--- src/pkg/jdp_regs.vh ---
// constants for the test and debug port pin logic
`ifndef JDP_REGS_VH
`define JDP_REGS_VH

// ----------------------------------------------------------------------
// register widths
// ----------------------------------------------------------------------
`define JDP_IR_W          4
`define JDP_DR_W          32
`define JDP_USER_W        8
`define JDP_STATE_W       4

// ----------------------------------------------------------------------
// instruction codes
// ----------------------------------------------------------------------
`define JDP_OP_IDCODE     4'h1
`define JDP_OP_USER       4'h2
`define JDP_OP_BYPASS     4'hf

// ----------------------------------------------------------------------
// capture and reset values
// ----------------------------------------------------------------------
`define JDP_IR_CAPTURE    4'h1
`define JDP_IR_RESET      4'h1
`define JDP_USER_RESET    8'h00
`define JDP_SEL_RESET     1'h1

// ----------------------------------------------------------------------
// input synchroniser lane positions
// ----------------------------------------------------------------------
`define JDP_SYNC_W        5
`define JDP_LANE_TCK      0
`define JDP_LANE_TMS      1
`define JDP_LANE_TDI      2
`define JDP_LANE_TRST     3
`define JDP_LANE_SEL      4
// idle pin levels per lane: select high, test reset high, mode select high
`define JDP_SYNC_RESET    5'h1a

`endif

--- src/jdp_sync.v ---
// two-flop input synchroniser with edge pulses, one lane per bit
`timescale 1ns/1ps

module jdp_sync #(
   parameter WIDTH = 5
) (
   input  wire             clk_in,
   input  wire             reset_in,
   input  wire [WIDTH-1:0] async_in,
   input  wire [WIDTH-1:0] reset_val_in,
   output wire [WIDTH-1:0] level_out,
   output wire [WIDTH-1:0] rise_out,
   output wire [WIDTH-1:0] fall_out
);

   // ----------------------------------------------------------------------
   // per-lane stages
   // ----------------------------------------------------------------------
   genvar i;
   generate
      for (i = 0; i < WIDTH; i = i + 1) begin : g_lane
         reg meta;
         reg stable;
         reg prev;
         // first flop feeds only the second; edges come from later stages
         always @(posedge clk_in) begin
            if (reset_in) begin
               meta   <= reset_val_in[i];
               stable <= reset_val_in[i];
               prev   <= reset_val_in[i];
            end else begin
               meta   <= async_in[i];
               stable <= meta;
               prev   <= stable;
            end
         end
         // reset value keeps edges quiet until real levels arrive
         assign level_out[i] = stable;
         assign rise_out[i]  = stable & ~prev;
         assign fall_out[i]  = ~stable & prev;
      end
   endgenerate

endmodule // jdp_sync

--- src/jdp_port.v ---
// test and debug port: pin sampling, test controller, shift registers
`timescale 1ns/1ps
`include "jdp_regs.vh"

module jdp_port #(
   parameter [31:0] ID_VALUE = 32'h00000001 // arbitrary identity value
) (
   input  wire        CLK_SYS_IN,
   input  wire        RESET_IN,
   input  wire        TCK_IN,
   input  wire        TMS_IN,
   input  wire        TDI_IN,
   input  wire        TRST_N_IN,
   input  wire        CTRL_SEL_IN,
   input  wire        FACTORY_TDO_IN,
   input  wire        SINGLE_WIRE_EN_IN,
   input  wire [7:0]  USER_DATA_IN,
   output reg         TDO_OUT,
   output reg         TDO_OE_OUT,
   output reg         RETURN_TEST_CLOCK_OUT,
   output reg         RETURN_TEST_CLOCK_OE_OUT,
   output reg         FACTORY_SEL_OUT,
   output reg  [3:0]  TAP_STATE_OUT,
   output reg  [3:0]  IR_OUT,
   output reg  [7:0]  USER_DATA_OUT,
   output reg         USER_UPDATE_OUT
);

   // ----------------------------------------------------------------------
   // controller states
   // ----------------------------------------------------------------------
   localparam [3:0] ST_RESET      = 4'h0;
   localparam [3:0] ST_IDLE       = 4'h1;
   localparam [3:0] ST_SEL_DR     = 4'h2;
   localparam [3:0] ST_CAPTURE_DR = 4'h3;
   localparam [3:0] ST_SHIFT_DR   = 4'h4;
   localparam [3:0] ST_EXIT1_DR   = 4'h5;
   localparam [3:0] ST_PAUSE_DR   = 4'h6;
   localparam [3:0] ST_EXIT2_DR   = 4'h7;
   localparam [3:0] ST_UPDATE_DR  = 4'h8;
   localparam [3:0] ST_SEL_IR     = 4'h9;
   localparam [3:0] ST_CAPTURE_IR = 4'ha;
   localparam [3:0] ST_SHIFT_IR   = 4'hb;
   localparam [3:0] ST_EXIT1_IR   = 4'hc;
   localparam [3:0] ST_PAUSE_IR   = 4'hd;
   localparam [3:0] ST_EXIT2_IR   = 4'he;
   localparam [3:0] ST_UPDATE_IR  = 4'hf;

   // ----------------------------------------------------------------------
   // pin synchronisers
   // ----------------------------------------------------------------------
   wire [`JDP_SYNC_W-1:0] pin_level;
   wire [`JDP_SYNC_W-1:0] pin_rise;
   wire [`JDP_SYNC_W-1:0] pin_fall;
   wire [`JDP_SYNC_W-1:0] pin_async;

   assign pin_async = {CTRL_SEL_IN, TRST_N_IN, TDI_IN, TMS_IN, TCK_IN};

   jdp_sync #(
      .WIDTH        (`JDP_SYNC_W)
   ) u_sync (
      .clk_in       (CLK_SYS_IN),
      .reset_in     (RESET_IN),
      .async_in     (pin_async),
      .reset_val_in (`JDP_SYNC_RESET), // idle levels, so no false test reset rise
      .level_out    (pin_level),
      .rise_out     (pin_rise),
      .fall_out     (pin_fall)
   );

   wire tck_rise  = pin_rise[`JDP_LANE_TCK];
   wire tck_fall  = pin_fall[`JDP_LANE_TCK];
   wire tck_level = pin_level[`JDP_LANE_TCK];
   wire tms       = pin_level[`JDP_LANE_TMS];
   wire tdi       = pin_level[`JDP_LANE_TDI];
   wire trst_n    = pin_level[`JDP_LANE_TRST];
   wire trst_rise = pin_rise[`JDP_LANE_TRST];
   wire ctrl_sel  = pin_level[`JDP_LANE_SEL];

   // ----------------------------------------------------------------------
   // internal state
   // ----------------------------------------------------------------------
   reg  [3:0]  state;
   reg  [3:0]  next_state;
   reg  [3:0]  ir_sh;
   reg  [31:0] dr_sh;
   reg         factory_sel;

   // controller is held while the factory controller owns the port
   wire hold_reset = RESET_IN | ~trst_n | factory_sel;

   // ----------------------------------------------------------------------
   // controller select latch
   // ----------------------------------------------------------------------
   // select level is taken only when test reset releases
   always @(posedge CLK_SYS_IN) begin
      if (RESET_IN) begin
         factory_sel <= ~`JDP_SEL_RESET;
      end else if (trst_rise) begin
         factory_sel <= ~ctrl_sel;
      end
   end

   // ----------------------------------------------------------------------
   // next state of the controller
   // ----------------------------------------------------------------------
   // sixteen-state sequence steered by the sampled mode select
   always @* begin
      next_state = state;
      case (state)
         ST_RESET:      next_state = tms ? ST_RESET     : ST_IDLE;
         ST_IDLE:       next_state = tms ? ST_SEL_DR    : ST_IDLE;
         ST_SEL_DR:     next_state = tms ? ST_SEL_IR    : ST_CAPTURE_DR;
         ST_CAPTURE_DR: next_state = tms ? ST_EXIT1_DR  : ST_SHIFT_DR;
         ST_SHIFT_DR:   next_state = tms ? ST_EXIT1_DR  : ST_SHIFT_DR;
         ST_EXIT1_DR:   next_state = tms ? ST_UPDATE_DR : ST_PAUSE_DR;
         ST_PAUSE_DR:   next_state = tms ? ST_EXIT2_DR  : ST_PAUSE_DR;
         ST_EXIT2_DR:   next_state = tms ? ST_UPDATE_DR : ST_SHIFT_DR;
         ST_UPDATE_DR:  next_state = tms ? ST_SEL_DR    : ST_IDLE;
         ST_SEL_IR:     next_state = tms ? ST_RESET     : ST_CAPTURE_IR;
         ST_CAPTURE_IR: next_state = tms ? ST_EXIT1_IR  : ST_SHIFT_IR;
         ST_SHIFT_IR:   next_state = tms ? ST_EXIT1_IR  : ST_SHIFT_IR;
         ST_EXIT1_IR:   next_state = tms ? ST_UPDATE_IR : ST_PAUSE_IR;
         ST_PAUSE_IR:   next_state = tms ? ST_EXIT2_IR  : ST_PAUSE_IR;
         ST_EXIT2_IR:   next_state = tms ? ST_UPDATE_IR : ST_SHIFT_IR;
         ST_UPDATE_IR:  next_state = tms ? ST_SEL_DR    : ST_IDLE;
         default:       next_state = ST_RESET;
      endcase
   end

   // ----------------------------------------------------------------------
   // controller state register
   // ----------------------------------------------------------------------
   // test reset forces the reset state whatever the test clock does
   always @(posedge CLK_SYS_IN) begin
      if (hold_reset) begin
         state <= ST_RESET;
      end else if (tck_rise) begin
         state <= next_state;
      end
   end

   // ----------------------------------------------------------------------
   // instruction register
   // ----------------------------------------------------------------------
   // shift stage and active instruction both move on test clock rises
   always @(posedge CLK_SYS_IN) begin
      if (hold_reset) begin
         ir_sh  <= `JDP_IR_RESET;
         IR_OUT <= `JDP_IR_RESET;
      end else if (tck_rise) begin
         case (state)
            ST_RESET:      IR_OUT <= `JDP_IR_RESET;
            ST_CAPTURE_IR: ir_sh  <= `JDP_IR_CAPTURE;
            ST_SHIFT_IR:   ir_sh  <= {tdi, ir_sh[3:1]};
            ST_UPDATE_IR:  IR_OUT <= ir_sh;
            default:       ir_sh  <= ir_sh;
         endcase
      end
   end

   // ----------------------------------------------------------------------
   // data register path
   // ----------------------------------------------------------------------
   // one shift stage; its length follows the active instruction
   always @(posedge CLK_SYS_IN) begin
      if (hold_reset) begin
         dr_sh <= 32'h00000000;
      end else if (tck_rise) begin
         if (state == ST_CAPTURE_DR) begin
            case (IR_OUT)
               `JDP_OP_IDCODE: dr_sh <= ID_VALUE;
               `JDP_OP_USER:   dr_sh <= {24'h000000, USER_DATA_IN};
               default:        dr_sh <= 32'h00000000;
            endcase
         end else if (state == ST_SHIFT_DR) begin
            case (IR_OUT)
               `JDP_OP_IDCODE: dr_sh <= {tdi, dr_sh[31:1]};
               `JDP_OP_USER:   dr_sh <= {24'h000000, tdi, dr_sh[7:1]};
               default:        dr_sh <= {31'h00000000, tdi};
            endcase
         end
      end
   end

   // ----------------------------------------------------------------------
   // user register update
   // ----------------------------------------------------------------------
   // update pulse lasts one system clock per update state entry
   always @(posedge CLK_SYS_IN) begin
      if (RESET_IN) begin
         USER_DATA_OUT   <= `JDP_USER_RESET;
         USER_UPDATE_OUT <= 1'b0;
      end else begin
         USER_UPDATE_OUT <= 1'b0;
         if (!hold_reset && tck_rise && state == ST_UPDATE_DR &&
             IR_OUT == `JDP_OP_USER) begin
            USER_DATA_OUT   <= dr_sh[7:0];
            USER_UPDATE_OUT <= 1'b1;
         end
      end
   end

   // ----------------------------------------------------------------------
   // serial output
   // ----------------------------------------------------------------------
   // output and its enable change only on test clock falls
   always @(posedge CLK_SYS_IN) begin
      if (RESET_IN) begin
         TDO_OUT    <= 1'b0;
         TDO_OE_OUT <= 1'b0;
      end else if (tck_fall) begin
         if (factory_sel) begin
            TDO_OUT    <= FACTORY_TDO_IN;
            TDO_OE_OUT <= 1'b1;
         end else begin
            TDO_OUT    <= (state == ST_SHIFT_IR) ? ir_sh[0] : dr_sh[0];
            TDO_OE_OUT <= (state == ST_SHIFT_IR) || (state == ST_SHIFT_DR);
         end
      end
   end

   // ----------------------------------------------------------------------
   // return clock, status outputs
   // ----------------------------------------------------------------------
   // return clock echoes the sampled test clock unless single-wire owns it
   always @(posedge CLK_SYS_IN) begin
      if (RESET_IN) begin
         RETURN_TEST_CLOCK_OUT    <= 1'b0;
         RETURN_TEST_CLOCK_OE_OUT <= 1'b0;
         FACTORY_SEL_OUT          <= ~`JDP_SEL_RESET;
         TAP_STATE_OUT            <= ST_RESET;
      end else begin
         RETURN_TEST_CLOCK_OUT    <= tck_level & ~SINGLE_WIRE_EN_IN;
         RETURN_TEST_CLOCK_OE_OUT <= ~SINGLE_WIRE_EN_IN;
         FACTORY_SEL_OUT          <= factory_sel;
         TAP_STATE_OUT            <= state;
      end
   end

endmodule // jdp_port

--- config.mk ---
export PLATFORM = sky130hd
export DESIGN_NAME = jdp_port
export DESIGN_NICKNAME = d
export VERILOG_FILES = /design/src/jdp_sync.v /design/src/jdp_port.v
export VERILOG_INCLUDE_DIRS = /design/src /design/src/pkg
export SDC_FILE = /design/constraint.sdc
export NUM_CORES = 1
export LEC_CHECK = 0
export BUFFER_PORTS_ARGS = -buffer_cell sky130_fd_sc_hd__buf_2
export CORE_MARGIN = 5
export CORE_UTILIZATION = 30
export CTS_CLUSTER_SIZE = 10
export DETAILED_ROUTE_END_ITERATION = 10
export MAX_ROUTING_LAYER = met4
export PLACE_DENSITY = 0.46
export RECOVER_POWER = 100
export SLEW_MARGIN = 20
export SYNTH_ARGS = -nofsm -noshare
export SYNTH_HDL_FRONTEND = slang
export SYNTH_HIERARCHICAL = 1
export SYNTH_SLANG_ARGS = --single-unit
--- constraint.sdc ---
create_clock -name CLK_SYS_IN -period 5.9 [get_ports CLK_SYS_IN]
set_input_delay 1.18 -clock CLK_SYS_IN [delete_from_list [all_inputs] [get_ports CLK_SYS_IN]]
set_output_delay 1.18 -clock CLK_SYS_IN [all_outputs]
set_load 0.1 [all_outputs]
==> results.json, run 1 <==
{
  "crit_start": "RESET_IN",
  "reg2reg_from": "factory_sel",
  "fin_setup_tns_ns": 0,
  "die_h_um": 111,
  "postRouteAntennaNets": 0,
  "antenna_found_initial": 0,
  "r2r_end": "USER_DATA_OUT[5]",
  "reg2reg_setup_slack_ns": 3.07,
  "endpoint": "USER_DATA_OUT[5]",
  "required_ns": 6.08,
  "ir_drop_mv": 0.126,
  "fillers": 1068,
  "holdBufCountCts": 0,
  "drive_above_1_share": 0.119,
  "final_common_cell": "dfxtp_1",
  "maxSlewViolCount": 37,
  "cts_htree_levels": 3,
  "layout_common_cells": "dfxtp_1, a21oi_1, nand2_1, nand3_1, clkbuf_1",
  "drcViolationCount": 0,
  "syn_to_final_growth_pct": 14.3,
  "drt_wl_total_mm": 6.90,
  "place.port_buffers": 38,
  "core_area_mm2": 0.0102,
  "skew_ns": 0.0102,
  "hpwl_mm": 4.32,
  "tightest_slew_ns": 1.69,
  "fin_nets": 381,
  "dieArea_mm2": 0.0124,
  "setup.worst_path.class": "in -> reg",
  "critical_path_peak_fanout": 36,
  "reg2reg_depth": 5,
  "ys_warn_count": 6,
  "postCtsSetupBuffers": 0,
  "ctsResizeCount": 0,
  "worst_ep_arrival_time_ns": 4.28,
  "avgSynthCellArea_um2": 9.30,
  "start_util": 0.303,
  "cts_made_buffers": 9,
  "clkTransAtPathRegs_ns": 0.08,
  "status": "finished, violations left",
  "synthesis.area_mm2": 0.00309,
  "grt_pass1_vias": 2293,
  "regArea_mm2": 0.00150,
  "num_antenna_cells": 0,
  "drt-initial-drc-count": 182,
  "clk_latency_ns": 0.34,
  "grt.total_usage": 0.115,
  "die_w_um": 111,
  "row_count": 37,
  "min_period_over_period": 0.695,
  "wl_per_cell_um": 13.7,
  "io_pins": 39,
  "cts-root-buf": "clkbuf_8",
  "num_vias": 2398,
  "grt_first_pass_wirelength_mm": 11.5,
  "pwr_density_cell_mw_per_mm2": 302,
  "cts.sinks": 75,
  "drt-vias-per-instance": 4.75,
  "gp_congestion": 0.702,
  "violations": "max-capacitance violations, max-slew violations",
  "start_kind": "input port",
  "syn_inst": 332,
  "cts_tree": "built",
  "hp-class": "reg -> reg",
  "fin_crit_ns": 4.10,
  "fmax_ghz": 0.244,
  "grt_overflow": 0,
  "holdCritStartpoint": "u_sync/g_lane[4].stable",
  "dr.pass1.iters": 4,
  "setup-violations-final": 0,
  "hold_viol": 0,
  "leakage_uw": 0.00119,
  "grt_max_degree": 37,
  "rsz0062_at_grt": "false",
  "instances_no_fill": 505,
  "multi_input_area_mm2": 0.00142,
  "relSlewSlack": -0.126,
  "clockBufferDepth": 2,
  "cp-end-kind": "flop",
  "maxCapViolations": 1,
  "placed_cells_incl_taps": 489
}
worst min-delay path by stage:
stage	endpoint	slack, ns	cells past startpoint
final	factory_sel	0.41	1
after global routing	factory_sel	0.45	1
after CTS	factory_sel	0.41	1
after detailed placement	factory_sel	0.40	1
after global placement	factory_sel	0.40	1
after floorplan	dr_sh[8]	0.43	2
power breakdown:
part	switching (uW)	internal, uW	leakage, uW
clock network	193	283	0.000121
registers	10.2	517	0.000610
logic	42.6	20.2	0.000463
total	246	819	0.00119
through the flow:
step            util  setup WS [ns]  instance area (um2)  hold WS [ns]  total power [uW]
6_report       0.346           1.80                 3530         0.409              1070
5_1_grt        0.346           1.34                 3530         0.452              1110
4_1_cts        0.352           2.83                 3590         0.412              1090
3_5_place_dp   0.329           2.44                 3350         0.399               607
3_3_place_gp   0.329           2.53                 3350         0.396               607
2_1_floorplan      -           3.13                 3130         0.432               598
layout make-up:
class	count	share of cell area
flip-flops and latches	75	0.426
well taps	136	0.0482
repair buffers	41	0.0511
clock inverters	6	0.0319
multi-input cells	233	0.403
inverters	4	0.00426
clock buffers	10	0.0362
flip-flops by register name, summed over array words and instances, names as in the netlist, 2 cells and up:
register              flops
dr_sh                    32
ir_sh                     4
u_sync/g_lane.meta        5
u_sync/g_lane.stable      5
USER_DATA_OUT             8
TAP_STATE_OUT             4
u_sync/g_lane.prev        2
state                     4
IR_OUT                    4
critical path, stage by stage:
cell	delay (ns)
clkbuf_1	1.02
or3b_1	0.22
clkbuf_1	1.21
nor4_4	0.29
mux2i_1	0.27
nor2_1	0.05
per-layer routing:
layer / part of all wire / up-vias / track usage
li1: - / 1219 / -
met1: 0.49 / 1136 / 0.147
met2: 0.46 / 37 / 0.177
met3: 0.035 / 6 / 0.0326
met4: 0.0097 / 0 / 0.0365
met5: 0 / - / -
Power figures use the tool's default switching activity.
==> inputs of run 2 (changes only) <==
==> constraint.sdc (replaced) <==
create_clock -name CLK_SYS_IN -period 4.27 [get_ports CLK_SYS_IN]
set_input_delay 0.854 -clock CLK_SYS_IN [delete_from_list [all_inputs] [get_ports CLK_SYS_IN]]
set_output_delay 0.854 -clock CLK_SYS_IN [all_outputs]
set_load 0.1 [all_outputs]
==> run 2 against run 1 <==
Compared with the run above:
- first-iteration DRC count is 4.4% higher
- critical path type unchanged
- largest cell class unchanged
- combinational power is 40% higher
- core utilization is 0.11 points lower
- flip-flop and latch count stayed put
- design area is 0.32% lower
- clock power is 25% higher
- critical path depth is 1 lower
- the flow now finishes without violations
- non-clock buffer count is 1 higher
- sequential share of layout area is 0.14 points higher
==> results.json, run 2 (synthesis gave the netlist of run 1 again) <==
{
  "start_util": 0.303,
  "cts_tree": "built",
  "regArea_mm2": 0.00150,
  "syn_to_final_growth_pct": 13.9,
  "pwr-share-clk": 0.422,
  "setup.worst_path.class": "in -> reg",
  "cp.buffers_inverters": 1,
  "drt_wl_total_mm": 6.66,
  "place.port_buffers": 38,
  "hpwl_mm": 4.28,
  "dieArea_mm2": 0.0124,
  "die_w_um": 111,
  "maxCapViolations": 0,
  "path_cells": "clkbuf_1 -> or3b_1 -> nor4_4 -> mux2i_1 -> nor2_1",
  "holdCritStartpoint": "u_sync/g_lane[4].stable",
  "hold_ws_ns": 0.414,
  "ctsResizeCount": 0,
  "combPwrFrac": 0.062,
  "required_ns": 4.45,
  "gp_congestion": 0.698,
  "rsz0062_at_grt": "false",
  "regMostFlops": "dr_sh",
  "cp_top_family": "simple AND/OR/NAND/NOR gates",
  "stdcell_area_mm2": 0.00352,
  "cp-end-kind": "flop",
  "maxSlewViolCount": 0,
  "start_kind": "input port",
  "drt-initial-drc-count": 190,
  "largest_reg_flops": 32,
  "grt_max_degree": 36,
  "grt_pass1_vias": 2230,
  "num_antenna_cells": 0,
  "core_area_mm2": 0.0102,
  "holdBufCountCts": 0,
  "fin_nets": 382,
  "fmax_ghz": 0.344,
  "row_count": 37,
  "seqPwrFrac": 0.516,
  "fillers": 1098,
  "drcViolationCount": 0,
  "worst_ep_arrival_time_ns": 3.09,
  "fin_crit_ns": 2.91,
  "cts-root-buf": "clkbuf_8",
  "multi_input_area_mm2": 0.00142,
  "min_period_over_period": 0.681,
  "tightest_slew_ns": 1.45,
  "postRouteAntennaNets": 0,
  "antenna_found_initial": 0,
  "ir_drop_mv": 0.134,
  "grt.total_usage": 0.115,
  "grt_overflow": 0,
  "clkTransAtPathRegs_ns": 0.08,
  "die_h_um": 111,
  "cts.sinks": 75,
  "reg2reg_from": "state[3]",
  "cell_internal_pwr_uw": 1070,
  "skew_ns": 0.0128,
  "slowest_delay_ns": 0.70,
  "crit_start": "RESET_IN",
  "setup-violations-final": 0,
  "largest_registers": "dr_sh x32, USER_DATA_OUT x8",
  "io_pins": 39,
  "status": "completed",
  "final_common_cell": "dfxtp_1",
  "pwr_density_cell_mw_per_mm2": 402,
  "clockBufferDepth": 2,
  "drt-vias-per-instance": 4.76,
  "fin_setup_tns_ns": 0,
  "swShare": 0.240,
  "leakage_uw": 0.00119,
  "cts_made_buffers": 9,
  "grt_first_pass_wirelength_mm": 11.4,
  "slowest_stage": "nor4_4",
  "wl_per_cell_um": 13.2,
  "drive_above_1_share": 0.124,
  "net-switching-power_uw": 339,
  "postCtsSetupBuffers": 0,
  "hp-class": "reg -> reg",
  "hold_viol": 0,
  "layout_common_cells": "dfxtp_1, a21oi_1, nand2_1, nand3_1, clkbuf_1",
  "cts_htree_levels": 3,
  "critical_path_peak_fanout": 31,
  "power.total_uw": 1410,
  "num_vias": 2409,
  "relSlewSlack": 0.0310,
  "place_area_mm2": 0.00335,
  "clk_latency_ns": 0.35,
  "dr.pass1.iters": 4
}
## run 2: cell types whose count changed in the layout (fill, tap and decap cells not counted), sizes merged
cell      before  now
inv            5    4
clkinvlp       0    1
clkbuf        34   33
clkinv         2    3
buf           17   19
bufinv         3    2
## run 2: layout make-up
cell class                 count  share of cell area
clock buffer                  10              0.0363
inverter                       4             0.00427
tap                          136              0.0484
timing repair buffer          42              0.0544
sequential                    75               0.427
clock inverter                 6              0.0256
multi-input combinational    233               0.404
## run 2: path summary, 6_finish.rpt
kind	endpoint	slack (ns)	cells past startpoint
worst max register to register	dr_sh[1]	1.96	4
worst min-delay path	factory_sel	0.41	1
worst max-delay path	USER_DATA_OUT[1]	1.36	5
worst min register to register	factory_sel	0.41	1
## run 2: per-stage QoR
stage / setup slack (ns) / instances / util
2_1_floorplan: 1.82 / 342 / -
3_3_place_gp: 1.44 / 490 / 0.329
3_5_place_dp: 1.37 / 490 / 0.329
4_1_cts: 1.74 / 506 / 0.351
5_1_grt: 1.10 / 506 / 0.345
6_report: 1.36 / 506 / 0.345
## run 2: metal layers
metal / vias up / global-route usage / routed length [um] / share of wire
li1: 1221 / - / - / -
met1: 1131 / 0.151 / 3280 / 0.49
met2: 46 / 0.170 / 3020 / 0.45
met3: 11 / 0.0261 / 247 / 0.037
met4: 0 / 0.0511 / 106 / 0.016
met5: - / - / 0 / 0
## run 2: power by group through the flow
stage	Combinational, uW	Clock (uW)	Sequential [uW]
detailed placement	95.1	0	745
finish	88.2	596	729
CTS	95.2	616	729
global placement	94.4	0	745
floorplan	67.3	0	758
global route	96.2	645	731
